<file path="config.mk">
export PLATFORM = sky130hd
export DESIGN_NAME = timer_capture_match
export DESIGN_NICKNAME = d
export VERILOG_FILES = /design/src/verilog/pin_sync.v /design/src/verilog/axil_port.v /design/src/verilog/timer_capture_match.v
export VERILOG_INCLUDE_DIRS = /design/src /design/src/verilog
export SDC_FILE = /design/constraint.sdc
export NUM_CORES = 1
export LEC_CHECK = 0
export BUFFER_PORTS_ARGS = -buffer_cell sky130_fd_sc_hd__buf_2
export CORE_AREA = 3 3 274 276
export DETAILED_ROUTE_END_ITERATION = 7
export DIE_AREA = 0 0 277 279
export GPL_TIMING_DRIVEN = 1
export HOLD_SLACK_MARGIN = 0.02
export PLACE_DENSITY_LB_ADDON = 0.05
export SYNTH_ARGS = -nofsm -noshare
export SYNTH_HDL_FRONTEND = slang
export SYNTH_SLANG_ARGS = --single-unit
export TNS_END_PERCENT = 30
</file>
<file path="constraint.sdc">
create_clock -name clk -period 16.35 [get_ports clk]
set_input_delay 0.8175 -clock clk [delete_from_list [all_inputs] [get_ports clk]]
set_output_delay 0.8175 -clock clk [all_outputs]
set_load 0.1 [all_outputs]
</file>
<file path="src/verilog/timer_regs.vh">
// ****************************************************************
// register map of the timer, offsets are byte addresses
// ****************************************************************
`ifndef TIMER_REGS_VH
`define TIMER_REGS_VH

// ****************************************************************
// offsets
// ****************************************************************
`define OFS_CTRL    8'h00
`define OFS_COUNT   8'h04
`define OFS_PRESC   8'h08
`define OFS_PCOUNT  8'h0C
`define OFS_MCTRL   8'h10
`define OFS_CCTRL   8'h14
`define OFS_OCTRL   8'h18
`define OFS_STATUS  8'h1C
`define OFS_MASK    8'h20
`define OFS_OSTATE  8'h24
`define OFS_MATCH0  8'h30
`define OFS_CAP0    8'h40

// ****************************************************************
// control fields
// ****************************************************************
`define CTRL_EN     0
`define CTRL_CLR    1
`define CTRL_CNT    2
`define CTRL_SRC    3
`define CTRL_EDGE   5
`define CTRL_W      7

// per channel fields, channel i starts at bit 3*i
`define MC_INT      0
`define MC_RST      1
`define MC_STOP     2
`define CC_RISE     0
`define CC_FALL     1
`define CC_INT      2

// ****************************************************************
// reset values and responses
// ****************************************************************
`define CTRL_RST    7'h00
`define WORD_RST    32'h0000_0000
`define FLAG_RST    8'h00
`define RESP_OKAY   2'h0
`define RESP_SLVERR 2'h2

`endif

</file>
<file path="src/verilog/pin_sync.v">
`timescale 1ns/1ps
`default_nettype none

// ****************************************************************
// three stage pin synchroniser with agreement filter
// ****************************************************************
module pin_sync (
    input  wire       clk,
    input  wire       rst,
    input  wire [3:0] d,
    output reg  [3:0] q
);

    reg [3:0] s1_r;  // metastable stage, read only by s2
    reg [3:0] s2_r;  // second stage
    reg [3:0] s3_r;  // third stage

    // shift pins in; take a level once stages two and three agree
    always @(posedge clk or posedge rst) begin
        if (rst) begin
            s1_r <= 4'h0;
            s2_r <= 4'h0;
            s3_r <= 4'h0;
            q    <= 4'h0;
        end else begin
            s1_r <= d;
            s2_r <= s1_r;
            s3_r <= s2_r;
            // bitwise: agreeing bits follow, the others hold
            q    <= (q & (s2_r ^ s3_r)) | (s3_r & ~(s2_r ^ s3_r));
        end
    end

endmodule // pin_sync

`default_nettype wire

</file>
<file path="src/verilog/axil_port.v">
`timescale 1ns/1ps
`default_nettype none
`include "timer_regs.vh"

// ****************************************************************
// axi4-lite slave handshake, one write and one read at a time
// ****************************************************************
module axil_port (
    input  wire        clk,
    input  wire        rst,
    input  wire [7:0]  s_axi_awaddr,
    input  wire        s_axi_awvalid,
    output reg         s_axi_awready,
    input  wire [31:0] s_axi_wdata,
    input  wire [3:0]  s_axi_wstrb,
    input  wire        s_axi_wvalid,
    output reg         s_axi_wready,
    output reg  [1:0]  s_axi_bresp,
    output reg         s_axi_bvalid,
    input  wire        s_axi_bready,
    input  wire [7:0]  s_axi_araddr,
    input  wire        s_axi_arvalid,
    output reg         s_axi_arready,
    output reg  [31:0] s_axi_rdata,
    output reg  [1:0]  s_axi_rresp,
    output reg         s_axi_rvalid,
    input  wire        s_axi_rready,
    output wire        wr_en,
    output reg  [7:0]  wr_addr,
    output reg  [31:0] wr_data,
    output reg  [3:0]  wr_strb,
    input  wire        wr_ok,
    output wire [7:0]  rd_addr,
    input  wire [31:0] rd_data,
    input  wire        rd_ok
);

    reg aw_full_r;  // write address held
    reg w_full_r;   // write data held

    // both halves held and no response pending
    assign wr_en   = aw_full_r & w_full_r & ~s_axi_bvalid;
    assign rd_addr = s_axi_araddr;

    // ************************************************************
    // write channels
    // ************************************************************
    always @(posedge clk or posedge rst) begin
        if (rst) begin
            aw_full_r     <= 1'b0;
            w_full_r      <= 1'b0;
            wr_addr       <= 8'h00;
            wr_data       <= `WORD_RST;
            wr_strb       <= 4'h0;
            s_axi_awready <= 1'b1;
            s_axi_wready  <= 1'b1;
            s_axi_bvalid  <= 1'b0;
            s_axi_bresp   <= `RESP_OKAY;
        end else begin
            // address taken, hold it
            if (s_axi_awvalid && s_axi_awready) begin
                aw_full_r     <= 1'b1;
                wr_addr       <= s_axi_awaddr;
                s_axi_awready <= 1'b0;
            end
            // data taken, hold it
            if (s_axi_wvalid && s_axi_wready) begin
                w_full_r     <= 1'b1;
                wr_data      <= s_axi_wdata;
                wr_strb      <= s_axi_wstrb;
                s_axi_wready <= 1'b0;
            end
            // write performed, answer
            if (wr_en) begin
                aw_full_r    <= 1'b0;
                w_full_r     <= 1'b0;
                s_axi_bvalid <= 1'b1;
                s_axi_bresp  <= wr_ok ? `RESP_OKAY : `RESP_SLVERR;
            end
            // answer taken, reopen both channels
            if (s_axi_bvalid && s_axi_bready) begin
                s_axi_bvalid  <= 1'b0;
                s_axi_awready <= 1'b1;
                s_axi_wready  <= 1'b1;
            end
        end
    end

    // ************************************************************
    // read channels
    // ************************************************************
    always @(posedge clk or posedge rst) begin
        if (rst) begin
            s_axi_arready <= 1'b1;
            s_axi_rvalid  <= 1'b0;
            s_axi_rdata   <= `WORD_RST;
            s_axi_rresp   <= `RESP_OKAY;
        end else if (s_axi_arvalid && s_axi_arready) begin
            // unmapped reads return zero with an error
            s_axi_arready <= 1'b0;
            s_axi_rvalid  <= 1'b1;
            s_axi_rdata   <= rd_ok ? rd_data : `WORD_RST;
            s_axi_rresp   <= rd_ok ? `RESP_OKAY : `RESP_SLVERR;
        end else if (s_axi_rvalid && s_axi_rready) begin
            s_axi_rvalid  <= 1'b0;
            s_axi_arready <= 1'b1;
        end
    end

endmodule // axil_port

`default_nettype wire

</file>
<file path="src/verilog/timer_capture_match.v">
// Local design decisions: the placing of the registers and the AXI4-Lite interface to the registers.
`timescale 1ns/1ps
`default_nettype none
`include "timer_regs.vh"

module timer_capture_match (
    input  wire        clk,
    input  wire        rst,
    input  wire [7:0]  s_axi_awaddr,
    input  wire        s_axi_awvalid,
    output wire        s_axi_awready,
    input  wire [31:0] s_axi_wdata,
    input  wire [3:0]  s_axi_wstrb,
    input  wire        s_axi_wvalid,
    output wire        s_axi_wready,
    output wire [1:0]  s_axi_bresp,
    output wire        s_axi_bvalid,
    input  wire        s_axi_bready,
    input  wire [7:0]  s_axi_araddr,
    input  wire        s_axi_arvalid,
    output wire        s_axi_arready,
    output wire [31:0] s_axi_rdata,
    output wire [1:0]  s_axi_rresp,
    output wire        s_axi_rvalid,
    input  wire        s_axi_rready,
    input  wire [3:0]  cap_in,
    output wire [3:0]  match_out,
    output wire        irq
);

    // ************************************************************
    // helpers
    // ************************************************************

    // byte lane merge of a write into a word
    function [31:0] merge;
        input [31:0] old;
        input [31:0] nw;
        input [3:0]  strb;
        integer b;
        begin
            merge = old;
            for (b = 0; b < 4; b = b + 1)
                if (strb[b])
                    merge[8*b +: 8] = nw[8*b +: 8];
        end
    endfunction

    // mapped register offsets
    function mapped;
        input [7:0] a;
        begin
            mapped = (a <= `OFS_OSTATE && a[1:0] == 2'b00) ||
                     (a[7:4] == `OFS_MATCH0 >> 4 && a[1:0] == 2'b00) ||
                     (a[7:4] == `OFS_CAP0 >> 4 && a[1:0] == 2'b00);
        end
    endfunction

    // ************************************************************
    // state
    // ************************************************************
    reg [`CTRL_W-1:0] ctrl_r;         // enable, clear, mode, source
    reg [31:0]        tc_r;           // main count
    reg [31:0]        pr_r;           // prescale limit
    reg [31:0]        pc_r;           // prescale count
    reg [11:0]        mctl_r;         // match actions
    reg [11:0]        cctl_r;         // capture edges and irq
    reg [7:0]         octl_r;         // output actions
    reg [7:0]         stat_r;         // sticky event flags
    reg [7:0]         mask_r;         // interrupt mask
    reg [3:0]         mout_r;         // match output pins
    reg [3:0]         prev_r;         // last filtered capture level
    reg               irq_r;          // interrupt output
    reg [31:0]        match_r [0:3];  // match values
    reg [31:0]        cap_r   [0:3];  // captured counts

    wire [3:0]  cap_s;    // filtered capture pins
    wire        wr_en;    // write strobe
    wire [7:0]  wr_addr;  // write address
    wire [31:0] wr_data;  // write data
    wire [3:0]  wr_strb;  // write lanes
    wire [7:0]  rd_addr;  // read address
    reg  [31:0] rd_data;  // read mux
    // merged write words, cut to width where taken
    wire [31:0] ctrl_wr = merge({25'h0, ctrl_r}, wr_data, wr_strb);
    wire [31:0] mctl_wr = merge({20'h0, mctl_r}, wr_data, wr_strb);
    wire [31:0] cctl_wr = merge({20'h0, cctl_r}, wr_data, wr_strb);

    // combinational results
    reg [3:0]  rise;      // rising edges
    reg [3:0]  fall;      // falling edges
    reg        src_edge;  // counter mode event
    reg        step;      // prescaler advance
    reg        tick;      // count advance
    reg [3:0]  mhit;      // match events
    reg [3:0]  cevt;      // capture events
    reg [7:0]  ev;        // flags to set
    reg        do_rst;    // some match resets
    reg        do_stop;   // some match stops
    reg [3:0]  mout_nxt;  // output pins next
    reg [7:0]  stat_nxt;  // flags next
    integer    i;
    integer    j;         // loop index, clocked side

    assign match_out = mout_r;
    assign irq       = irq_r;

    // ************************************************************
    // submodules
    // ************************************************************

    // capture pins come from outside the clock domain
    pin_sync u_sync (
        .clk (clk),
        .rst (rst),
        .d   (cap_in),
        .q   (cap_s)
    );

    // register bus
    axil_port u_bus (
        .clk           (clk),
        .rst           (rst),
        .s_axi_awaddr  (s_axi_awaddr),
        .s_axi_awvalid (s_axi_awvalid),
        .s_axi_awready (s_axi_awready),
        .s_axi_wdata   (s_axi_wdata),
        .s_axi_wstrb   (s_axi_wstrb),
        .s_axi_wvalid  (s_axi_wvalid),
        .s_axi_wready  (s_axi_wready),
        .s_axi_bresp   (s_axi_bresp),
        .s_axi_bvalid  (s_axi_bvalid),
        .s_axi_bready  (s_axi_bready),
        .s_axi_araddr  (s_axi_araddr),
        .s_axi_arvalid (s_axi_arvalid),
        .s_axi_arready (s_axi_arready),
        .s_axi_rdata   (s_axi_rdata),
        .s_axi_rresp   (s_axi_rresp),
        .s_axi_rvalid  (s_axi_rvalid),
        .s_axi_rready  (s_axi_rready),
        .wr_en         (wr_en),
        .wr_addr       (wr_addr),
        .wr_data       (wr_data),
        .wr_strb       (wr_strb),
        .wr_ok         (mapped(wr_addr)),
        .rd_addr       (rd_addr),
        .rd_data       (rd_data),
        .rd_ok         (mapped(rd_addr))
    );

    // ************************************************************
    // event logic
    // ************************************************************

    // edges, prescaler tick, matches, captures, pin actions
    always @* begin
        rise = cap_s & ~prev_r;
        fall = ~cap_s & prev_r;
        // pick edge source in counter mode
        src_edge = (ctrl_r[`CTRL_EDGE] & rise[ctrl_r[`CTRL_SRC +: 2]]) |
                   (ctrl_r[`CTRL_EDGE+1] & fall[ctrl_r[`CTRL_SRC +: 2]]);
        step = ctrl_r[`CTRL_EN] & ~ctrl_r[`CTRL_CLR] &
               (ctrl_r[`CTRL_CNT] ? src_edge : 1'b1);
        tick = step && (pc_r == pr_r);
        do_rst   = 1'b0;
        do_stop  = 1'b0;
        mout_nxt = mout_r;
        for (i = 0; i < 4; i = i + 1) begin
            // match judged on the prescaled tick only
            mhit[i] = tick && (tc_r == match_r[i]);
            do_rst  = do_rst | (mhit[i] & mctl_r[3*i + `MC_RST]);
            do_stop = do_stop | (mhit[i] & mctl_r[3*i + `MC_STOP]);
            cevt[i] = (cctl_r[3*i + `CC_RISE] & rise[i]) |
                      (cctl_r[3*i + `CC_FALL] & fall[i]);
            // match flag if its irq is enabled
            ev[i]   = mhit[i] & mctl_r[3*i + `MC_INT];
            // capture flag only with its own enable
            ev[4+i] = cevt[i] & cctl_r[3*i + `CC_INT];
            if (mhit[i]) begin
                case (octl_r[2*i +: 2])
                    2'h1:    mout_nxt[i] = 1'b0;
                    2'h2:    mout_nxt[i] = 1'b1;
                    2'h3:    mout_nxt[i] = ~mout_r[i];
                    default: mout_nxt[i] = mout_r[i];
                endcase
            end
        end
        stat_nxt = stat_r;
        if (wr_en && wr_addr == `OFS_STATUS && wr_strb[0])
            stat_nxt = stat_nxt & ~wr_data[7:0];
        stat_nxt = stat_nxt | ev;
    end

    // ************************************************************
    // read mux
    // ************************************************************

    // registers seen by software
    always @* begin
        case (rd_addr)
            `OFS_CTRL:   rd_data = {25'h0, ctrl_r};
            `OFS_COUNT:  rd_data = tc_r;
            `OFS_PRESC:  rd_data = pr_r;
            `OFS_PCOUNT: rd_data = pc_r;
            `OFS_MCTRL:  rd_data = {20'h0, mctl_r};
            `OFS_CCTRL:  rd_data = {20'h0, cctl_r};
            `OFS_OCTRL:  rd_data = {24'h0, octl_r};
            `OFS_STATUS: rd_data = {24'h0, stat_r};
            `OFS_MASK:   rd_data = {24'h0, mask_r};
            `OFS_OSTATE: rd_data = {28'h0, mout_r};
            default: begin
                if (rd_addr[7:4] == (`OFS_MATCH0 >> 4))
                    rd_data = match_r[rd_addr[3:2]];
                else if (rd_addr[7:4] == (`OFS_CAP0 >> 4))
                    rd_data = cap_r[rd_addr[3:2]];
                else
                    rd_data = `WORD_RST;
            end
        endcase
    end

    // ************************************************************
    // counter and prescaler
    // ************************************************************

    // count, prescale and control register
    always @(posedge clk or posedge rst) begin
        if (rst) begin
            ctrl_r <= `CTRL_RST;
            tc_r   <= `WORD_RST;
            pc_r   <= `WORD_RST;
            pr_r   <= `WORD_RST;
        end else begin
            if (wr_en && wr_addr == `OFS_CTRL)
                ctrl_r <= ctrl_wr[`CTRL_W-1:0];
            if (wr_en && wr_addr == `OFS_PRESC)
                pr_r <= merge(pr_r, wr_data, wr_strb);
            if (ctrl_r[`CTRL_CLR]) begin
                // held at zero while clear bit set
                tc_r <= `WORD_RST;
                pc_r <= `WORD_RST;
            end else if (tick) begin
                pc_r <= `WORD_RST;
                // back to zero on reset match
                if (do_rst)
                    tc_r <= `WORD_RST;
                else if (!do_stop)
                    tc_r <= tc_r + 32'h0000_0001;
            end else if (step) begin
                pc_r <= pc_r + 32'h0000_0001;
            end
            if (do_stop)
                ctrl_r[`CTRL_EN] <= 1'b0;
        end
    end

    // ************************************************************
    // configuration, match and capture registers
    // ************************************************************

    // software settings and captured snapshots
    always @(posedge clk or posedge rst) begin
        if (rst) begin
            mctl_r <= 12'h000;
            cctl_r <= 12'h000;
            octl_r <= 8'h00;
            mask_r <= `FLAG_RST;
            prev_r <= 4'h0;
            for (j = 0; j < 4; j = j + 1) begin
                match_r[j] <= `WORD_RST;
                cap_r[j]   <= `WORD_RST;
            end
        end else begin
            prev_r <= cap_s;
            if (wr_en && wr_addr == `OFS_MCTRL)
                mctl_r <= mctl_wr[11:0];
            if (wr_en && wr_addr == `OFS_CCTRL)
                cctl_r <= cctl_wr[11:0];
            if (wr_en && wr_addr == `OFS_OCTRL && wr_strb[0])
                octl_r <= wr_data[7:0];
            if (wr_en && wr_addr == `OFS_MASK && wr_strb[0])
                mask_r <= wr_data[7:0];
            for (j = 0; j < 4; j = j + 1) begin
                // match value writes
                if (wr_en && wr_addr == `OFS_MATCH0 + 8'h04 * j)
                    match_r[j] <= merge(match_r[j], wr_data, wr_strb);
                // snapshot the count on capture edge
                if (cevt[j])
                    cap_r[j] <= tc_r;
            end
        end
    end

    // ************************************************************
    // flags, pins, interrupt
    // ************************************************************

    // sticky status, match pins and masked interrupt
    always @(posedge clk or posedge rst) begin
        if (rst) begin
            stat_r <= `FLAG_RST;
            mout_r <= 4'h0;
            irq_r  <= 1'b0;
        end else begin
            stat_r <= stat_nxt;
            // software may preset pins; a match overrides
            if (wr_en && wr_addr == `OFS_OSTATE && wr_strb[0])
                mout_r <= (wr_data[3:0] & ~mhit) | (mout_nxt & mhit);
            else
                mout_r <= mout_nxt;
            irq_r <= |(stat_nxt & mask_r);
        end
    end

endmodule // timer_capture_match

`default_nettype wire

</file>
Word level (Yosys, flattened, before mapping)
Index checks and enable logic that the tools add are counted.

storage, ports and cells
  flip-flop bits (word level) = 519
  input port bits = 63
  output and inout port bits = 46

cells by class
  add/subtract/negate cells = 2
  magnitude comparators = 4
  eq/ne operators = 42
  multiplexer cells = 51
  bitwise operators = 65
  reductions and logical operators = 78

operators with widths
  cell                     number
  $mux W32                 14
  $pmux W32 S10            1
  $eq A32 B32 Y1           5
  $bmux W32 S2             2
  $add A32 B1 Y32 const B  2
  $eq A8 B5 Y1 const B     8
  $eq A8 B6 Y1 const B     8
  $reduce_and A2 Y1        27
  $logic_and A1 B1 Y1      32
  $and A1 B1 Y1            30
  $and A4 B4 Y4            6
  $eq A8 B4 Y1 const B     3
  $mux W1                  24
  $reduce_bool A2 Y1       9
  $and A8 B8 Y8            2
  $eq A2 B2 Y1 const B     8
  $le A8 B6 Y1 const B     2
  $logic_not A8 Y1         2
  $not A4 Y4               4
  $pmux W1 S3              4
  $or A1 B1 Y1             11
  $eq A2 B1 Y1 const B     4
  $eq A4 B2 Y1 const B     2
  $eq A4 B3 Y1 const B     2
  other kinds (18)         30

Depth between registers and ports, before layout
Gate-level depths: netlist of the first run.

  depth in word-level cells = 18
  depth in mapped cells = 12
  mapped depth without buffers = 8

By module
From an unflattened synthesis of the first run, not the netlist that was laid out.

unflattened totals
  cells, all modules = 2096
  area, all modules = 26117.5 sq um

by module, submodules not included
  module               times used  cells each  area each (sq um)  seq. area each (sq um)
  timer_capture_match  1           1795        22041.1            10410.0
  axil_port            1           280         3627.2             2130.8
  pin_sync             1           21          449.2              400.4

Worst setup path before layout of the first run
OpenSTA, ideal clock, no wires.

  path type = input-to-reg
  from = input port s_axi_araddr[2]
  to = register u_bus.s_axi_rdata[1]
  library setup time = 123 ps
  arrival = 2595 ps
  data required time = 16227 ps
  slack = 13632 ps
  stages on the path = 6
  buffers on the path = 2
  cells stage by stage = clkbuf_1 > buf_1 > mux4_2 > a22oi_1 > nand2_1 > a32o_1

between the ends
  word-level cells in the longest chain between the ends = 8

RTL lines
  what                                          RTL line                                              text
  from (decl)                                   timer_capture_match.v:19                              input wire [7:0] s_axi_araddr,
  $not A2 Y3 (implied by the code)              timer_capture_match.v:213, timer_capture_match.v:215
  $bmux W32 S2                                  timer_capture_match.v:215                             rd_data = cap_r[rd_addr[3:2]];
  $mux W32 (implied by the code) (2 in series)  timer_capture_match.v:215
  $mux W32                                      timer_capture_match.v:214                             else if (rd_addr[7:4] == (`OFS_CAP0 >> 4))
  $mux W32                                      timer_capture_match.v:212                             if (rd_addr[7:4] == (`OFS_MATCH0 >> 4))
  $pmux W32 S10                                 timer_capture_match.v:200                             case (rd_addr)
  $mux W32 (no source line) *                   --
  to (signal assigned)                          axil_port.v:96                                        s_axi_rdata <= `WORD_RST;
  to (signal assigned)                          axil_port.v:102                                       s_axi_rdata <= rd_ok ? rd_data : `WORD_RST;
  to (decl)                                     axil_port.v:24                                        output reg [31:0] s_axi_rdata,

Mark *: on every way between the ends. The rest lies on a longest branch, timed or not. The select of a mux whose other input is x is not followed.
A chain may end at the register's enable or synchronous reset.

Worst setup path after layout of the first run
  from = register tc_r[4]
  to = register tc_r[10]

between the ends
  word-level cells in the longest chain between the ends = 9

RTL lines
  what                                                                     RTL line                   text
  from (decl)                                                              timer_capture_match.v:63   reg [31:0] tc_r;
  from (signal assigned)                                                   timer_capture_match.v:230  tc_r <= `WORD_RST;
  from (signal assigned)                                                   timer_capture_match.v:240  tc_r <= `WORD_RST;
  from (signal assigned)                                                   timer_capture_match.v:246  tc_r <= `WORD_RST;
  parallel branches: the longest is 9 deep, another holds $add A32 B1 Y32  --

Parallel ways; which one is timed is not known. The select of a mux whose other input is x is not followed.

==> impl_results.md, run 1 <==
- Max cap viols: 0
- Detailed Route WL: 95.7 mm
- H-Tree Depth: 2
- Most used DFF post-synth: dfrtp_1
- Critical path, cell by cell: xnor2_1, nand4_1, nor4_1, nand3_1, and4_2, buf_4, a21oi_2, buf_4, a31oi_1
- Clock latency on the worst-skew pair: 0.63 ns
- Mean post-synth cell area: 12.3 um^2
- Crit Path Class: reg -> reg
- Final Hold Viols: 0
- Hold crit path type: in -> reg
- Tmin final: 4.26 ns
- Worst setup EP type: flip-flop
- Ys Warns: 0
- # rows: 99
- Placed cell area: 26800 um^2
- Max IR drop VDD: 0.0000954 V
- Post-synth EDFFs: 0
- Fin area: 28800 um^2
- Max stage delay on crit path: 1.03 ns
- Portion of netlist area occupied by mux cells: 0.217
- Period utilization: 0.261
- Post-DP HPWL: 67.3 mm
- Largest family of logic cells by synthesized area: multiplexers
- Worst-path maximum fanout: 50
- Worst-Margin Slew: 1.25 ns
- Clock Sinks: 517
- Compound-cell area share of the yosys netlist: 0.0816
- Worst slew margin: 0.160
- Vias in the first global route: 18314
- Design Power: 3.51 mW
- CTS Hold Bufs: 0
- Post-CTS sizing: 0
- Initial DRC count: 1528
- Simple-gate share of the synthesized area: 0.0937
- Power per cell area: 122 nW/um^2
- Seq cells post-synth: 517
- Outcome: finished clean
- CTS tree: yes
- Peak Freq: 0.235 GHz
- Initial antenna violation count: 4
- Area growth from synthesis to final layout: 13.4%
- GRT Total Usage: 0.245
- Ports: 109
- Global-route wire length before repair: 139 mm
- Core area: 72800 um^2
- Layout cell share with drive strength beyond 1: 0.313
- Hold Crit Start: cap_in[3]
- R2R setup slack: 12.09 ns
- Hold_ws: 0.297 ns
- Setup TNS: 0 ns
- CP Data Arrival Time: 4.72 ns
- Die Width: 277 um
- TritonCTS buffer count: 60
- Final setup fails: 0
- RR Startpoint: tc_r[4]
- TritonRoute pass-1 iters: 6
- Post-CTS setup buffers: 0
- Slowest-stage cell, CP: dfrtp_1
- Pleak: 12.8 nW
- WL per Instance: 30.6 um
- XOR/XNOR share of the synthesized area: 0.0652
- Initial core utilization: 0.349
- Die ar.: 77300 um^2
- Vias per Instance: 5.76
- CP most frequent cell: buf_4
- Total gr overflow: 0
- Clock transition at path regs: 0.06 ns
- Cells on worst reg2reg path: 9
- GPL Wtd Cong: 0.934
- FILL cells: 7011
- Worst path required time: 16.81 ns
- Hold path depth: 1
- CP startpoint kind: flip-flop
- CTS Root Cell: clkbuf_16
- Number of nets in the layout: 2186
- Via count: 18021
- Netlist cell types: 67
- # DRC: 0
- CTS max path bufs: 3
- Cells after Synth: 2070
- Layout Skew: 0.0158 ns
- Chip height: 279 um
- Pin count of the biggest net entering global routing: 126
- Port-buffer cells: 106
- Post-synthesis adder-cell area fraction: 0.00256
- Mapped cell area: 25400 um^2
- Asr flop ratio synth: 1.00
- RSZ-0062 raised after global routing: no
- Post-route ant nets: 0
- Min-Delay Endpoint: u_sync.s1_r[3]
- Fin. max-slew vios: 0
- Setup crit start: tc_r[4]
- Critical R2R Capture: tc_r[10]
- Sequential area share after synthesis: 0.510
synth_stat cells (all sizes together), types with 13 or more instances:
library cell,count,area share
and3,24,0.0059
a41oi,20,0.0075
nand2,150,0.022
o21ai,45,0.0089
nor2,75,0.011
buf,46,0.0094
nand3,61,0.012
clkbuf,108,0.016
dfrtp,514,0.51
a21oi,19,0.0039
inv,34,0.0050
nor4,29,0.0080
mux4,66,0.059
nand4,51,0.013
a31oi,20,0.0049
a22o,36,0.012
nand2b,13,0.0032
mux2,350,0.16
a22oi,65,0.019
nor3,13,0.0026
xnor2,186,0.064
layer usage:
metal	part of all wire	up-vias	track usage
met3	0.061	146	0.0367
met1	0.46	9552	0.361
met2	0.45	605	0.373
li1	-	7716	-
met5	0.00014	-	0
met4	0.030	2	0.0748
stage by stage:
step | setup WS (ns) | util | cells
5_1_grt | 12.01 | 0.396 | 3125
3_3_place_gp | 12.02 | 0.368 | 3018
4_1_cts | 12.25 | 0.396 | 3125
3_5_place_dp | 11.98 | 0.368 | 3018
2_1_floorplan | 1.10 | - | 2071
6_report | 12.09 | 0.396 | 3126
kinds of logic (layout without fill, tap and decap cells):
group / after synthesis / after routing
AOI/OAI and AO/OA: 274 / 274
DFF: 517 / 517
other: 1 / 3
adders and majority gates: 6 / 6
buffers and inverters: 188 / 283
and+or+nand+nor: 471 / 471
xor gates and xnor gates: 189 / 189
muxes: 424 / 424
registers in the layout, indices dropped and copies added, names as in the netlist, 4 cells and up, named ones only:
register           flops
stat_r                 8
mask_r                 8
u_bus.wr_data         32
u_bus.wr_strb          4
match_r              128
ctrl_r                 7
pr_r                  32
cap_r                128
u_bus.s_axi_rdata     32
octl_r                 8
cctl_r                12
u_sync.s2_r            4
tc_r                  32
u_sync.s3_r            4
prev_r                 4
match_out              4
u_sync.s1_r            4
pc_r                  32
mctl_r                12
u_bus.wr_addr          8
how the worst max path moves through the flow:
stage	slack (ns)	end
global route	12.01	tc_r[2]
global placement	12.02	match_r[0]
CTS	12.25	tc_r[2]
floorplan	1.10	asynchronous set/reset pin
finish	12.09	tc_r[10]
detailed placement	11.98	match_r[96]
cells in the final DEF (no fill, tap or decap), drive strengths merged, types with 4 or more instances in the layout:
cell type and instances:
a22o 36, a221oi 11, maj3 4, a222oi 9
or3 4, nor2b 11, nor3 13, nand4b 4
nor4 29, nand2b 13, mux4 66, a21oi 19
o211ai 4, mux2i 8, and2 6, a32o 12
dfrtp 514, nand4 51, o21ai 45, mux2 350
nand3b 6, nand2 150, buf 142, xnor2 186
a41oi 20, o221ai 9, a31oi 20, clkbuf 93
nand3 61, nor2 75, inv 34, a22oi 65
and4 11, and3 24, nor4b 4, clkinv 9
final cells by class:
| type | count | area (um^2) | share of cell area |
|---|---|---|---|
| Sequential cell | 517 | 12900 | 0.449 |
| Clock buffer | 93 | 1850 | 0.0641 |
| Inverter | 34 | 135 | 0.00469 |
| Clock inverter | 14 | 154 | 0.00534 |
| Multi-Input combinational cell | 1366 | 11700 | 0.407 |
| Antenna cell | 1 | 2.50 | 0.0000869 |
| Timing Repair Buffer | 142 | 806 | 0.0280 |
| Tap cell | 959 | 1200 | 0.0416 |
where the power goes:
group / leakage (nW) / switching (mW) / internal [mW]
clock: 0.988 / 0.555 / 0.815
combinational: 4.76 / 0.321 / 0.197
sequential: 7.04 / 0.220 / 1.40
worst max-delay path: cells and delay by family, from the launching register on:
kind | cells | cell delay (ns)
xor gates and xnor gates | 1 | 0.27
and+or+nand+nor | 4 | 1.21
buffers and inverters | 2 | 0.67
AOI/OAI and AO/OA | 2 | 0.89
DFF | 1 | 1.03
No activity file was read; power rests on OpenSTA's default activity.
==> run 2, diff against run 1 <==
--- a/config.mk
+++ b/config.mk
@@ -6,10 +6,11 @@
 export SDC_FILE = /design/constraint.sdc
 export NUM_CORES = 1
 export LEC_CHECK = 0
+export ABC_AREA = 1
 export BUFFER_PORTS_ARGS = -buffer_cell sky130_fd_sc_hd__buf_2
-export CORE_AREA = 3 3 274 276
+export CORE_AREA = 3 3 276 278
 export DETAILED_ROUTE_END_ITERATION = 7
-export DIE_AREA = 0 0 277 279
+export DIE_AREA = 0 0 279 281
 export GPL_TIMING_DRIVEN = 1
 export HOLD_SLACK_MARGIN = 0.02
 export PLACE_DENSITY_LB_ADDON = 0.05
==> constraint.sdc (replaced) <==
create_clock -name clk -period 3.65 [get_ports clk]
set_input_delay 0.1825 -clock clk [delete_from_list [all_inputs] [get_ports clk]]
set_output_delay 0.1825 -clock clk [all_outputs]
set_load 0.1 [all_outputs]
==> impl_results.md, run 2 <==
- Area share of the largest cell type after synthesis: 0.500 (was 0.506)
- Mean post-synth cell area: 8.24 um^2 (was 12.3 um^2)
- Dpl cells: 4117 (was 3018)
- Clock Sinks: 517 (unchanged)
- Flop pwr share: 0.415 (was 0.462)
- Critical R2R Capture: tc_r[18] (was tc_r[10])
- Switching Fraction: 0.356 (was 0.312)
- Hold crit path type: in -> reg (unchanged)
- Post-DP HPWL: 70.2 mm (was 67.3 mm)
- Net Sw Power: 5.94 mW (was 1.10 mW)
- CP startpoint kind: flip-flop (unchanged)
- Max IR drop VDD: 0.000419 V (was 0.0000954 V)
- Post-CTS setup buffers: 0 (unchanged)
- Layout cell share with drive strength beyond 1: 0.107 (was 0.313)
- Largest cells by area after synthesis: dfrtp_1 (50%), nand2_1 (11%), o21ai_0 (8.7%), inv_1 (4.6%), xnor2_1 (4.0%) (was dfrtp_1 (51%), mux2_2 (16%), xnor2_1 (6.4%), mux4_2 (5.9%), nand2_1 (2.2%))
- Post-synth EDFFs: 0 (unchanged)
- Port-buffer cells: 106 (unchanged)
- Cells on worst reg2reg path: 13 (was 9)
- Largest registers: cap_r: 128 flops, match_r: 128 flops (unchanged)
- Post-route insts no fill: 4286 (was 3126)
- Placed cell area: 27600 um^2 (was 26800 um^2)
- # DRC: 0 (unchanged)
- Layout Skew: 0.0260 ns (was 0.0158 ns)
- Fin area: 30100 um^2 (was 28800 um^2)
- Worst path required time: 4.20 ns (was 16.81 ns)
- Min-Delay Endpoint: u_bus.s_axi_rdata[7] (was u_sync.s1_r[3])
- Ys Warns: 0 (unchanged)
- Seq cells post-synth: 517 (unchanged)
- Final setup fails: 0 (unchanged)
- Die Width: 279 um (was 277 um)
- Area growth from synthesis to final layout: 16.9% (was 13.4%)
- Most used DFF post-synth: dfrtp_1 (unchanged)
- Number of nets in the layout: 3331 (was 2186)
- Pint: 10.7 mW (was 2.41 mW)
- GPL Wtd Cong: 0.912 (was 0.934)
- Hold Crit Start: s_axi_araddr[6] (was cap_in[3])
- RSZ-0062 raised after global routing: no (unchanged)
- Mapped cell area: 25700 um^2 (was 25400 um^2)
- R2R setup slack: 0.58 ns (was 12.09 ns)
- WL per Instance: 23.2 um (was 30.6 um)
- CP Data Arrival Time: 3.62 ns (was 4.72 ns)
- Period utilization: 0.841 (was 0.261)
- Clock transition at path regs: 0.07 ns (was 0.06 ns)
- Top-count cell post-synth: nand2_1 (was dfrtp_1)
- Power per cell area: 554 nW/um^2 (was 122 nW/um^2)
- Initial core utilization: 0.347 (was 0.349)
- Ports: 109 (unchanged)
- Most common cell after layout, fill and taps aside: nand2_1 (was dfrtp_1)
- Fin. max-slew vios: 0 (unchanged)
- Sequential area share after synthesis: 0.503 (was 0.510)
- Tmin final: 3.07 ns (was 4.26 ns)
- Worst setup EP type: flip-flop (unchanged)
- CTS Root Cell: clkbuf_16 (unchanged)
- Outcome: finished clean (unchanged)
- GRT Total Usage: 0.253 (was 0.245)
- Cells after Synth: 3125 (was 2070)
- Vias per Instance: 5.36 (was 5.76)
- Initial antenna violation count: 3 (was 4)
- Most frequent cells in the layout: nand2_1 (750), dfrtp_1 (514), o21ai_0 (445), inv_1 (311), nor2_1 (150) (was dfrtp_1 (514), mux2_2 (350), xnor2_1 (186), nand2_1 (149), buf_2 (104))
- Die ar.: 78400 um^2 (was 77300 um^2)
- Clock Power Share: 0.360 (was 0.391)
- Core area: 74200 um^2 (was 72800 um^2)
- H-Tree Depth: 2 (unchanged)
- Max cap viols: 0 (unchanged)
- Pleak: 13.4 nW (was 12.8 nW)
- Crit Path Class: reg -> reg (unchanged)
- Vias in the first global route: 22873 (was 18314)
- Asr flop ratio synth: 1.00 (unchanged)
- Detailed Route WL: 99.4 mm (was 95.7 mm)
- Yosys top cell by area: dfrtp_1 (unchanged)
- Hold path depth: 5 (was 1)
- Worst slew margin: 0.270 (was 0.160)
- TritonCTS buffer count: 60 (unchanged)
- Clock latency on the worst-skew pair: 0.63 ns (about the same)
- Chip height: 281 um (was 279 um)
- Total gr overflow: 0 (unchanged)
- Initial DRC count: 2083 (was 1528)
- Comb pwr share: 0.225 (was 0.148)
- Worst-Margin Slew: 1.09 ns (was 1.25 ns)
- Global-route wire length before repair: 150 mm (was 139 mm)
- CTS tree: yes (unchanged)
- Via count: 22953 (was 18021)
- Worst-path maximum fanout: 32 (was 50)
- Hold_ws: 0.165 ns (was 0.297 ns)
- RR Startpoint: tc_r[21] (was tc_r[4])
- Final Hold Viols: 0 (unchanged)
- Pin count of the biggest net entering global routing: 107 (was 126)
- Synth cell count leaders: nand2_1 (755), dfrtp_1 (514), o21ai_0 (445) (was dfrtp_1 (514), mux2_2 (350), xnor2_1 (186))
- # rows: 100 (was 99)
- TritonRoute pass-1 iters: 6 (unchanged)
- Final core occ: 0.406 (was 0.396)
- Post-route ant nets: 0 (unchanged)
- Netlist cell types: 53 (was 67)
- Peak Freq: 0.326 GHz (was 0.235 GHz)
- CTS max path bufs: 3 (unchanged)
run 2: cell families after synthesis:
| group | Yosys count | share of synthesized area |
|---|---|---|
| compound gates | 723 | 0.161 |
| xor+xnor | 162 | 0.0551 |
| fa+ha+maj | 6 | 0.00253 |
| buf+inv | 512 | 0.0795 |
| flops | 517 | 0.503 |
| mux | 4 | 0.00156 |
| other cells | 1 | 0.000146 |
| simple gates | 1200 | 0.197 |
run 2: final cells by class:
class                           count  area (um^2)
Fill cell                        7645        44100
Multi-Input combinational cell   2097        10800
Clock buffer                       81         1740
Timing Repair Buffer              263         1940
Tap cell                          969         1210
Inverter                          327         1230
Sequential cell                   517        12900
Antenna cell                        3         7.51
Clock inverter                     29          215
run 2: power groups by stage:
stage,Combinational [mW],Sequential [mW],Clock [mW]
floorplan,2.10,7.09,0
global placement,3.65,6.99,0
detailed placement,3.69,7.00,0
CTS,3.76,6.90,6.17
global route,4.12,6.98,6.42
finish,3.75,6.91,6.00
run 2: worst max-delay path by stage:
stage / start / end / cells after the start / slack [ns]
after floorplan: rst / asynchronous set/reset pin / 1 / -3.55
after global placement: tc_r[21] / tc_r[30] / 13 / 0.37
after detailed placement: tc_r[21] / tc_r[25] / 13 / 0.30
after CTS: tc_r[21] / tc_r[25] / 13 / 0.29
after global routing: tc_r[18] / tc_r[13] / 13 / 0.25
final: tc_r[21] / tc_r[18] / 13 / 0.58
run 2: timing repair:
item | in CTS | in global routing
setup endpoints to repair | 0 | 11
hold endpoints to repair | 78 | 0
hold buffers | 56 | 0
gates resized for setup | 0 | 1
run 2: through the flow:
step                power [mW]  TNS (ns)  worst slack (ns)
floorplan                 9.19  -1830.66             -3.55
global placement          10.6         0             0.372
detailed placement        10.7         0             0.296
CTS                       16.8         0             0.292
global route              17.5         0             0.251
finish                    16.7         0             0.580
run 2: layer usage:
metal | share of wire | track usage | up-vias
li1 | - | - | 10712
met1 | 0.47 | 0.360 | 11323
met2 | 0.45 | 0.401 | 780
met3 | 0.059 | 0.0400 | 136
met4 | 0.027 | 0.0718 | 2
met5 | 0.00012 | 0 | -
run 2: worst max-delay path, stage by stage, from the launching register on:
cell,delay (ns)
dfrtp_1,0.80
xor2_1,0.21
nor2_1,0.06
nand2_1,0.08
nor2_1,0.05
nand2_1,0.16
nor2_1,0.11
nand3_1,0.09
nand3_1,0.14
nor2_4,0.43
nand2_4,0.27
nand2_4,0.38
nand2_1,0.09
nand2_1,0.08
